## src/serom_regs.svh

```systemverilog
// Register map, field positions and timing figures of the serial ROM command block.
// Included by the package and by every design file; definitions only.
`ifndef SEROM_REGS_SVH
`define SEROM_REGS_SVH
`define SEROM_OFS_CMD       8'hB0
`define SEROM_OFS_DATA      8'hB4
`define SEROM_BUSY_BIT      31
`define SEROM_OP_HI         30
`define SEROM_OP_LO         28
`define SEROM_TOUT_BIT      9
`define SEROM_ADDR_HI       7
`define SEROM_BUSY_RST      1'b1
`define SEROM_CLK_MHZ       50
`define SEROM_TIMEOUT_US    30000
`define SEROM_TIMEOUT_CYC   (`SEROM_TIMEOUT_US * `SEROM_CLK_MHZ)
`define SEROM_HALF_CYC      10
`define SEROM_ADDR_W        7
`define SEROM_STATION_BYTES 6
`define SEROM_SIGNATURE     8'h5C // Arbitrary value
`endif

```

## src/serom_pkg.sv

```systemverilog
// Types shared by the serial ROM command block and its shift engine.
// Assumes serom_regs.svh is on the include path.
`default_nettype none
`include "serom_regs.svh"
package serom_pkg;
  typedef enum logic [2:0] {
    SEROM_OP_READ  = 3'h0,
    SEROM_OP_EWDS  = 3'h1,
    SEROM_OP_EWEN  = 3'h2,
    SEROM_OP_WRITE = 3'h3,
    SEROM_OP_WRAL  = 3'h4
  } serom_op_t;

  typedef struct packed {
    logic        psel;
    logic        penable;
    logic        pwrite;
    logic [7:0]  paddr;
    logic [31:0] pwdata;
  } serom_apb_req_t;

  typedef struct packed {
    logic cs;
    logic sk;
    logic dout;
  } serom_pins_t;

  typedef enum logic [2:0] {
    SEROM_C_IDLE   = 3'b001,
    SEROM_C_LAUNCH = 3'b010,
    SEROM_C_WAIT   = 3'b100
  } serom_ctl_state_t;

  typedef enum logic [3:0] {
    SEROM_E_IDLE  = 4'b0001,
    SEROM_E_SHIFT = 4'b0010,
    SEROM_E_GAP   = 4'b0100,
    SEROM_E_POLL  = 4'b1000
  } serom_eng_state_t;
endpackage
`default_nettype wire

```

## src/serom_shift.sv

```systemverilog
// Three-wire serial ROM shift engine: sends a frame MSB first, reads bytes back,
// and optionally polls the ready level with a timeout.
// Assumes start is a one-cycle pulse given only while the engine is idle.
`timescale 1ns/1ps
`default_nettype none
`include "serom_regs.svh"
module serom_shift
#(
  parameter int FRAME_W     = 3 + `SEROM_ADDR_W + 8,
  parameter int HALF_CYC    = `SEROM_HALF_CYC,
  parameter int TIMEOUT_CYC = `SEROM_TIMEOUT_CYC
)
(
  input  wire logic                  clk_sys,
  input  wire logic                  reset,
  input  wire logic                  ce,
  input  wire logic                  start,
  input  wire logic [FRAME_W-1:0]    frame,
  input  wire logic [4:0]            n_out,
  input  wire logic [4:0]            n_in,
  input  wire logic                  wait_ready,
  input  wire logic                  rom_rx,
  output serom_pkg::serom_pins_t     rom_pins,
  output logic                       done,
  output logic                       timed_out,
  output logic [7:0]                 rdata
);
  import serom_pkg::*;
  localparam int TW = $clog2(TIMEOUT_CYC + 1);
  localparam int HW = $clog2(HALF_CYC + 1);

  serom_eng_state_t   state, next_state;
  logic [FRAME_W-1:0] sh, next_sh;
  logic [4:0]         cnt, next_cnt;
  logic [HW-1:0]      div, next_div;
  logic [TW-1:0]      tmo, next_tmo;
  logic [7:0]         next_rdata;
  logic               wr_wait, next_wr_wait;
  logic               next_done, next_timed_out;
  serom_pins_t        next_pins;
  logic               rx_meta, rx_sync;
  logic               tick;

  // Pin from the ROM is asynchronous to clk_sys
  always_ff @(posedge clk_sys or posedge reset)
  begin
    if (reset)
    begin
      rx_meta <= 1'b0;
      rx_sync <= 1'b0;
    end
    else if (ce)
    begin
      rx_meta <= rom_rx;
      rx_sync <= rx_meta;
    end
  end

  assign tick = (div == HW'(HALF_CYC - 1));

  always_comb
  begin
    next_state     = state;
    next_sh        = sh;
    next_cnt       = cnt;
    next_div       = tick ? '0 : div + 1'b1;
    next_tmo       = tmo;
    next_rdata     = rdata;
    next_wr_wait   = wr_wait;
    next_done      = 1'b0;
    next_timed_out = timed_out;
    next_pins      = rom_pins;
    case (state)
      SEROM_E_IDLE:
      begin
        next_div = '0;
        if (start)
        begin
          next_sh        = frame;
          next_cnt       = n_out + n_in;
          next_wr_wait   = wait_ready;
          next_timed_out = 1'b0;
          next_pins      = '{cs: 1'b1, sk: 1'b0, dout: frame[FRAME_W-1]};
          next_state     = SEROM_E_SHIFT;
        end
      end
      SEROM_E_SHIFT:
        if (tick && !rom_pins.sk)
        begin
          next_pins.sk = 1'b1;
          if (cnt <= n_in)
            next_rdata = {rdata[6:0], rx_sync};
        end
        else if (tick)
        begin
          next_pins.sk   = 1'b0;
          next_sh        = {sh[FRAME_W-2:0], 1'b0};
          next_pins.dout = sh[FRAME_W-2];
          next_cnt       = cnt - 1'b1;
          if (cnt == 5'h01)
          begin
            next_pins  = '{cs: 1'b0, sk: 1'b0, dout: 1'b0};
            next_state = SEROM_E_GAP;
          end
        end
      SEROM_E_GAP:
        if (tick && wr_wait)
        begin
          // Raising select again shows the ROM's ready level on its output
          next_pins.cs = 1'b1;
          next_tmo     = '0;
          next_state   = SEROM_E_POLL;
        end
        else if (tick)
        begin
          next_done  = 1'b1;
          next_state = SEROM_E_IDLE;
        end
      SEROM_E_POLL:
      begin
        next_tmo = tmo + 1'b1;
        if (rx_sync || tmo == TW'(TIMEOUT_CYC - 1))
        begin
          next_timed_out = !rx_sync;
          next_done      = 1'b1;
          next_pins.cs   = 1'b0;
          next_state     = SEROM_E_IDLE;
        end
      end
      default:
        next_state = SEROM_E_IDLE;
    endcase
  end

  always_ff @(posedge clk_sys or posedge reset)
  begin
    if (reset)
    begin
      state     <= SEROM_E_IDLE;
      sh        <= '0;
      cnt       <= '0;
      div       <= '0;
      tmo       <= '0;
      rdata     <= '0;
      wr_wait   <= 1'b0;
      done      <= 1'b0;
      timed_out <= 1'b0;
      rom_pins  <= '0;
    end
    else if (ce)
    begin
      state     <= next_state;
      sh        <= next_sh;
      cnt       <= next_cnt;
      div       <= next_div;
      tmo       <= next_tmo;
      rdata     <= next_rdata;
      wr_wait   <= next_wr_wait;
      done      <= next_done;
      timed_out <= next_timed_out;
      rom_pins  <= next_pins;
    end
  end

  timeout_ends_a: assert property (@(posedge clk_sys) disable iff (reset)
    ce && state == SEROM_E_POLL && tmo == TW'(TIMEOUT_CYC - 1) && !rx_sync |=> done && timed_out)
    else $error("poll timeout did not end the operation");
  select_idle_a: assert property (@(posedge clk_sys) disable iff (reset)
    state == SEROM_E_IDLE && !$past(done) |-> !rom_pins.cs)
    else $error("chip select high while engine idle");
endmodule // serom_shift
`default_nettype wire

```

## src/serom_ctrl.sv

```systemverilog
// Serial ROM command block: APB register slave, command launch, busy handshake
// and the automatic station address fetch after reset.
// Assumes an APB master on clk_sys and a three-wire serial ROM on the pins.
//
// Functional notes
// - Writing busy one launches selected command
// - Busy holds through operation, then self-clears
// - Read data valid once busy clears
// - Missing ROM write ends at timeout
// - Busy reads one right after reset
// - Station address fetched after reset, then clear
// - Three-bit command acted on only when busy
//
// The APB slave port was decided locally.
`timescale 1ns/1ps
`default_nettype none
`include "serom_regs.svh"
module serom_ctrl
#(
  parameter int         ADDR_W      = `SEROM_ADDR_W,
  parameter int         TIMEOUT_CYC = `SEROM_TIMEOUT_CYC,
  parameter int         HALF_CYC    = `SEROM_HALF_CYC,
  parameter logic [7:0] SIGNATURE   = `SEROM_SIGNATURE // Arbitrary value
)
(
  input  wire logic                    clk_sys,
  input  wire logic                    reset,
  input  wire logic                    ce,
  input  wire serom_pkg::serom_apb_req_t apb,
  output logic                         pready,
  output logic [31:0]                  prdata,
  output logic                         pslverr,
  input  wire logic                    rom_rx,
  output serom_pkg::serom_pins_t       rom_pins,
  output logic [47:0]                  station_addr,
  output logic                         station_addr_valid
);
  import serom_pkg::*;
  localparam int FRAME_W = 3 + ADDR_W + 8;

  serom_ctl_state_t   state, next_state;
  logic               busy, next_busy;
  logic               boot, next_boot;
  logic [2:0]         op, next_op;
  logic [7:0]         addr, next_addr;
  logic [7:0]         data, next_data;
  logic               tout, next_tout;
  logic [2:0]         bidx, next_bidx;
  logic [47:0]        next_station;
  logic               next_valid;
  logic [31:0]        next_prdata;
  logic               next_pslverr;
  logic               start, eng_done, eng_to;
  logic [7:0]         eng_rdata;
  logic [FRAME_W-1:0] frame;
  logic [4:0]         n_out, n_in;
  logic               wait_ready;
  logic               wr_acc, setup;

  function automatic logic op_defined(input logic [2:0] code);
    op_defined = (code <= SEROM_OP_WRAL);
  endfunction

  // Frame left aligned: start bit, two opcode bits, address, optional data
  always_comb
  begin
    frame      = '0;
    n_out      = 5'(3 + ADDR_W);
    n_in       = 5'h00;
    wait_ready = 1'b0;
    case (boot ? SEROM_OP_READ : op)
      SEROM_OP_READ:
      begin
        frame[FRAME_W-1 -: 3 + ADDR_W] = {3'b110, boot ? ADDR_W'(bidx) : addr[ADDR_W-1:0]};
        n_in = 5'h08;
      end
      SEROM_OP_EWDS:
        frame[FRAME_W-1 -: 5] = 5'b10000;
      SEROM_OP_EWEN:
        frame[FRAME_W-1 -: 5] = 5'b10011;
      SEROM_OP_WRITE:
      begin
        frame      = {3'b101, addr[ADDR_W-1:0], data};
        n_out      = 5'(FRAME_W);
        wait_ready = 1'b1;
      end
      SEROM_OP_WRAL:
      begin
        frame      = {5'b10001, {(ADDR_W-2){1'b0}}, data};
        n_out      = 5'(FRAME_W);
        wait_ready = 1'b1;
      end
      default:
        n_out = 5'h00;
    endcase
  end

  assign pready = apb.psel & apb.penable & ce;
  assign setup  = apb.psel & ~apb.penable;
  assign wr_acc = pready & apb.pwrite;
  assign start  = ce & (state == SEROM_C_LAUNCH) & (boot | op_defined(op));

  always_comb
  begin
    next_state   = state;
    next_busy    = busy;
    next_boot    = boot;
    next_op      = op;
    next_addr    = addr;
    next_data    = data;
    next_tout    = tout;
    next_bidx    = bidx;
    next_station = station_addr;
    next_valid   = station_addr_valid;
    next_prdata  = prdata;
    next_pslverr = pslverr;
    if (setup)
    begin
      next_pslverr = 1'b0;
      case (apb.paddr)
        `SEROM_OFS_CMD:
          next_prdata = {busy, op, 18'h00000, tout, 1'b0, addr};
        `SEROM_OFS_DATA:
          next_prdata = {24'h000000, data};
        default:
        begin
          next_prdata  = 32'h00000000;
          next_pslverr = 1'b1;
        end
      endcase
    end
    case (state)
      SEROM_C_IDLE:
        // Writes while busy are dropped so a running operation stays intact
        if (wr_acc && !busy && apb.paddr == `SEROM_OFS_CMD && apb.pwdata[`SEROM_BUSY_BIT])
        begin
          next_op    = apb.pwdata[`SEROM_OP_HI:`SEROM_OP_LO];
          next_addr  = apb.pwdata[`SEROM_ADDR_HI:0];
          next_busy  = 1'b1;
          next_tout  = 1'b0;
          next_state = SEROM_C_LAUNCH;
        end
        else if (wr_acc && !busy && apb.paddr == `SEROM_OFS_DATA)
          next_data = apb.pwdata[7:0];
      SEROM_C_LAUNCH:
        if (boot || op_defined(op))
          next_state = SEROM_C_WAIT;
        else
        begin
          next_busy  = 1'b0;
          next_state = SEROM_C_IDLE;
        end
      SEROM_C_WAIT:
        if (eng_done && boot)
        begin
          if (bidx != 3'h0)
            next_station[{bidx - 3'h1, 3'b000} +: 8] = eng_rdata;
          // Blank or absent ROM still ends the fetch and frees the host
          if (eng_to || (bidx == 3'h0 && eng_rdata != SIGNATURE) || bidx == 3'(`SEROM_STATION_BYTES))
          begin
            next_valid = (bidx == 3'(`SEROM_STATION_BYTES));
            next_boot  = 1'b0;
            next_busy  = 1'b0;
            next_state = SEROM_C_IDLE;
          end
          else
          begin
            next_bidx  = bidx + 3'h1;
            next_state = SEROM_C_LAUNCH;
          end
        end
        else if (eng_done)
        begin
          if (op == SEROM_OP_READ)
            next_data = eng_rdata;
          next_tout  = eng_to;
          next_busy  = 1'b0;
          next_state = SEROM_C_IDLE;
        end
      default:
        next_state = SEROM_C_IDLE;
    endcase
  end

  always_ff @(posedge clk_sys or posedge reset)
  begin
    if (reset)
    begin
      state              <= SEROM_C_LAUNCH;
      busy               <= `SEROM_BUSY_RST;
      boot               <= 1'b1;
      op                 <= 3'h0;
      addr               <= 8'h00;
      data               <= 8'h00;
      tout               <= 1'b0;
      bidx               <= 3'h0;
      station_addr       <= 48'h000000000000;
      station_addr_valid <= 1'b0;
      prdata             <= 32'h00000000;
      pslverr            <= 1'b0;
    end
    else if (ce)
    begin
      state              <= next_state;
      busy               <= next_busy;
      boot               <= next_boot;
      op                 <= next_op;
      addr               <= next_addr;
      data               <= next_data;
      tout               <= next_tout;
      bidx               <= next_bidx;
      station_addr       <= next_station;
      station_addr_valid <= next_valid;
      prdata             <= next_prdata;
      pslverr            <= next_pslverr;
    end
  end

  serom_shift
  #(
    .FRAME_W     (FRAME_W),
    .HALF_CYC    (HALF_CYC),
    .TIMEOUT_CYC (TIMEOUT_CYC)
  )
  u_shift
  (
    .clk_sys    (clk_sys),
    .reset      (reset),
    .ce         (ce),
    .start      (start),
    .frame      (frame),
    .n_out      (n_out),
    .n_in       (n_in),
    .wait_ready (wait_ready),
    .rom_rx     (rom_rx),
    .rom_pins   (rom_pins),
    .done       (eng_done),
    .timed_out  (eng_to),
    .rdata      (eng_rdata)
  );

  busy_at_reset_a: assert property (@(posedge clk_sys) disable iff (reset)
    $fell(reset) |-> busy && boot)
    else $error("busy not set after reset");
  cmd_launch_a: assert property (@(posedge clk_sys) disable iff (reset)
    ce && state == SEROM_C_IDLE && !busy && wr_acc && apb.paddr == `SEROM_OFS_CMD && apb.pwdata[`SEROM_BUSY_BIT]
    |=> busy && state == SEROM_C_LAUNCH && op == $past(apb.pwdata[`SEROM_OP_HI:`SEROM_OP_LO]))
    else $error("command write did not launch");
  busy_holds_a: assert property (@(posedge clk_sys) disable iff (reset)
    ce && busy && state == SEROM_C_WAIT && !eng_done |=> busy)
    else $error("busy dropped mid operation");
  done_clears_a: assert property (@(posedge clk_sys) disable iff (reset)
    ce && state == SEROM_C_WAIT && eng_done && !boot |=> !busy && tout == $past(eng_to))
    else $error("busy not cleared on completion");
  read_data_a: assert property (@(posedge clk_sys) disable iff (reset)
    ce && state == SEROM_C_WAIT && eng_done && !boot && op == SEROM_OP_READ |=> data == $past(eng_rdata))
    else $error("read data not loaded at completion");
  busy_write_drop_a: assert property (@(posedge clk_sys) disable iff (reset)
    ce && busy && wr_acc |=> $stable(op) && $stable(addr) && $stable(data))
    else $error("register changed by write while busy");
  noop_code_a: assert property (@(posedge clk_sys) disable iff (reset)
    ce && state == SEROM_C_LAUNCH && !boot && !op_defined(op) |-> !start ##1 !busy)
    else $error("undefined command not treated as no-op");
  boot_start_a: assert property (@(posedge clk_sys) disable iff (reset)
    $fell(reset) && ce |-> start ##1 state == SEROM_C_WAIT && busy)
    else $error("station fetch did not start after reset");
endmodule // serom_ctrl
`default_nettype wire

```

## config.mk

```make
export PLATFORM = sky130hd
export DESIGN_NAME = serom_ctrl
export DESIGN_NICKNAME = d
export VERILOG_FILES = /design/src/serom_pkg.sv /design/src/serom_shift.sv /design/src/serom_ctrl.sv
export VERILOG_INCLUDE_DIRS = /design/src
export SDC_FILE = /design/constraint.sdc
export NUM_CORES = 1
export LEC_CHECK = 0
export BUFFER_PORTS_ARGS = -buffer_cell sky130_fd_sc_hd__buf_2
export CELL_PAD_IN_SITES_DETAIL_PLACEMENT = 0
export CELL_PAD_IN_SITES_GLOBAL_PLACEMENT = 2
export CORE_MARGIN = 3
export CORE_UTILIZATION = 39
export CTS_CLUSTER_SIZE = 14
export DETAILED_ROUTE_END_ITERATION = 7
export PLACE_DENSITY_LB_ADDON = 0.1
export RECOVER_POWER = 50
export SYNTH_ARGS = -nofsm -noshare
export SYNTH_HDL_FRONTEND = slang
export SYNTH_SLANG_ARGS = --single-unit
```

## constraint.sdc

```tcl
create_clock -name clk_sys -period 13.1 [get_ports clk_sys]
set_input_delay 2.62 -clock clk_sys [delete_from_list [all_inputs] [get_ports clk_sys]]
set_output_delay 2.62 -clock clk_sys [all_outputs]
set_load 0.05 [all_outputs]
```

==> summary.txt <==
STA
  • Final Hold Fails: 0
  • Fin crit period: 7.314 ns
  • RSZ-0062 raised after global routing: no
  • Fin crit share: 55.83%
  • Slew HR: -176.1%
  • Final setup vio count: 0
  • Final TNS setup: 0 ns
  • Slew @ Worst Pin: 4.119 ns
  • Fmax achieved: 0.1367 GHz
  • Slew Viols, Final: 180
  • Clock skew: 0.01667 ns
  • Final WS setup: 5.786 ns

Yosys
  • Mean Syn Cell Area: 10.55 um2
  • Post-synth EDFFs: 0
  • Primary FF master, synth: dfrtp_1
  • Flops & latches, synth: 158
  • Sequential element share of the synthesized area: 49.98%
  • Post-synth top area cell: dfrtp_1
  • Synth area leaders: dfrtp_1, mux2_2, nand2_1, o21ai_0, mux2i_1
  • Mapped Area: 7921 um2
  • Most frequent cells after synthesis: dfrtp_1, nand2_1, mux2_2
  • Synthesized instance count: 751
  • Synth top area share: 48.65%
  • Post-synth ARST share: 100.0%
  • Synth warnings: 0
  • Synth cell types: 65
  • Most frequent cell after synthesis: dfrtp_1

CTS
  • Hold_buf cts: 0
  • Number of buffers created by CTS: 17
  • CTS Sinks: 158
  • Clk Latency, worst-skew pair: 0.42 ns
  • Post-CTS setup buffers: 0
  • H-tree depth: 4
  • Post-CTS Resized: 0
  • Deepest clock path buffer count: 2
  • Root buffer cell: clkbuf_16
  • Clock-pin slew on the worst setup and hold paths: 0.06 ns
  • CTS tree: done

Die
  • Core region area: 19,720 um2
  • Die Ht: 148.5 um
  • FP Rows: 51
  • Num ports: 133
  • Chip Width: 148.5 um
  • Starting density of the core: 40.17%
  • Die area: 22,060 um2

Route
  • Number of detailed-routing iterations run before antenna repair: 4
  • Post-Route WL: 19,870 um
  • DR iter-0 viols: 337
  • Per-cell routed wire length: 17.92 um
  • DRC: 0
  • Vias post-DR: 5,745
  • Post-route ant nets: 0
  • Vias per inst: 5.180

Setup path
  • WP data required: 10.48 ns
  • WP depth: 4
  • Max stage delay on crit path: 1.27 ns
  • Delay-heaviest family, CP: buffers and inverters
  • WP data arrival: 4.69 ns
  • Ordered list of cells on the worst path: buf_2 > clkbuf_1 > and3_1 > buf_2
  • R2R setup slack: 9.76 ns
  • Element type at the critical path end: output pin
  • Slowest-stage cell, CP: clkbuf_1
  • Critical Path Fanout Max: 41
  • Startpoint class of the critical path: primary input
  • WP buf/inv: 3
  • Critical path class: in2out
  • Most used cell, CP: buf_2
  • R2r worst-path depth: 6

Global route
  • Maximum number of pins on one net before global-route repair: 94
  • Global-route wire length before repair: 31,770 um
  • Global route total overflow: 0
  • Initial antenna violation count: 0
  • Total GRT Usage: 18.26%
  • Vias in the first global route: 5,840

Power and ir drop
  • Power density over cell area: 144.4 nW/um2
  • Pint: 0.0009003 W
  • Peak VDD IR: 0.09271 mV
  • Clock share of power: 36.8%
  • Sw Share: 31.06%
  • Psw: 0.0004056 W
  • Sequential power share: 45.3%
  • Pleak: 4.228 nW
  • Comb power frac: 17.9%

Final layout
  • Layout cell share with drive strength beyond 1: 20.73%
  • FILL cells: 1,940
  • Fin nets: 892
  • # diodes: 0
  • Area grow syn2layout: 14.15%

Hold path
  • Worst Hold Depth: 2
  • Hold Path Class: reg2reg

Flow run
  • Max-cap violations: 3

Placed design
  • GP Congestion: 0.7944
  • Dpl ws: 6.824 ns
  • Post-DP HPWL: 13,690 um
  • Number of buffers inserted by port buffering: 93

Run status
  • Failing checks: max-capacitance violations, max-slew violations
  • Status: finished, violations left
==> stage by stage <==
stage	area (um2)	util (%)	power [W]	hold slack, ns	instances
4_1_cts	9114	46.22	0.001323	0.4775	1109
3_5_place_dp	8546	43.34	0.0008359	0.4631	1077
2_1_floorplan	7989	-	0.0007757	0.4418	769
6_report	9042	45.86	0.001306	0.4725	1109
5_1_grt	9042	45.86	0.001375	0.4981	1109
3_3_place_gp	8546	43.34	0.0008266	0.4537	1077
==> worst min-delay path, cell delays in order (launching register included) <==
cell     delay, ns
dfrtp_1       0.33
nand2_1       0.04
o21ai_0       0.06
==> sequential cells by signal (all words and copies together), names as in the netlist, 4 cells and up <==
register,count
addr,8
u_shift.cnt,5
u_shift.state,4
station_addr,48
u_shift.rdata,8
u_shift.div,4
prdata,13
u_shift.tmo,21
u_shift.sh,17
data,8
==> placed cells by master, fill, tap and decap left out, types with 4 or more instances in the layout <==
master     count
dfrtp_1      154
nand2_1       80
mux2_2        68
clkbuf_1      50
nor2_1        45
buf_2         45
o21ai_0       44
inv_1         32
a21oi_1       20
mux2i_1       19
nand3_1       19
and2_1        19
conb_1        19
nand4_1       18
clkbuf_16     17
ha_1          14
and3_1        12
xor2_1        12
xnor2_1       10
nor3_1         9
a31oi_1        9
a22oi_1        9
mux2_4         8
nand3b_1       6
nand2b_1       6
o31ai_1        6
inv_6          6
and4b_1        5
buf_4          5
nor3b_1        4
nor2b_1        4
nor4b_1        4
nor4_1         4
dfstp_2        4
==> routing by layer <==
metal / track usage, % / wire length, um / part of all wire (%)
met2: 31.01 / 10140 / 51
met4: 4.758 / 88 / 0.44
met1: 23.95 / 8844 / 45
met3: 3.717 / 802 / 4.0
met5: 0 / 0 / 0
==> final timing paths <==
check | from | to
hold / removal | u_shift.sh[1]$_DFFE_PP0P_ | u_shift.sh[1]$_DFFE_PP0P_
min in group asynchronous | reset | u_shift.cnt[0]$_DFFE_PP0P_
setup reg to reg | u_shift.state[3]$_DFFE_PP0P_ | u_shift.cnt[3]$_DFFE_PP0P_
setup / recovery | ce | pready
max in group asynchronous | reset | state[2]$_DFFE_PP0P_
hold reg to reg | u_shift.sh[1]$_DFFE_PP0P_ | u_shift.sh[1]$_DFFE_PP0P_
==> power by group through the flow <==
stage / clock, W / combinational [W] / sequential [W]
after floorplan: 0 / 0.000187 / 0.000589
after global placement: 0 / 0.000230 / 0.000597
after detailed placement: 0 / 0.000237 / 0.000599
after CTS: 0.000494 / 0.000238 / 0.000590
after global routing: 0.000517 / 0.000260 / 0.000599
final: 0.000481 / 0.000234 / 0.000591
==> cell families after synthesis <==
group | Yosys count | synth area share (%)
AND/OR/NAND/NOR | 257 | 17.26
flip-flops | 158 | 49.98
AO/OA/AOI/OAI | 114 | 9.004
multiplexers | 95 | 13.58
buffers and inverters | 90 | 5.481
XOR/XNOR | 22 | 2.432
adder cells (fa/ha/maj) | 14 | 2.211
other | 1 | 0.04734
==> layout make-up <==
class	instances	area (um2)	area share, %
flip-flops and latches	158	3959	43.78
multi-input cells	521	3608	39.91
repair buffers	100	450.4	4.981
clock buffers	18	439.2	4.857
well taps	265	331.6	3.667
clock inverters	14	128.9	1.425
inverters	33	125.1	1.384
(Power assumes the default switching activity.)
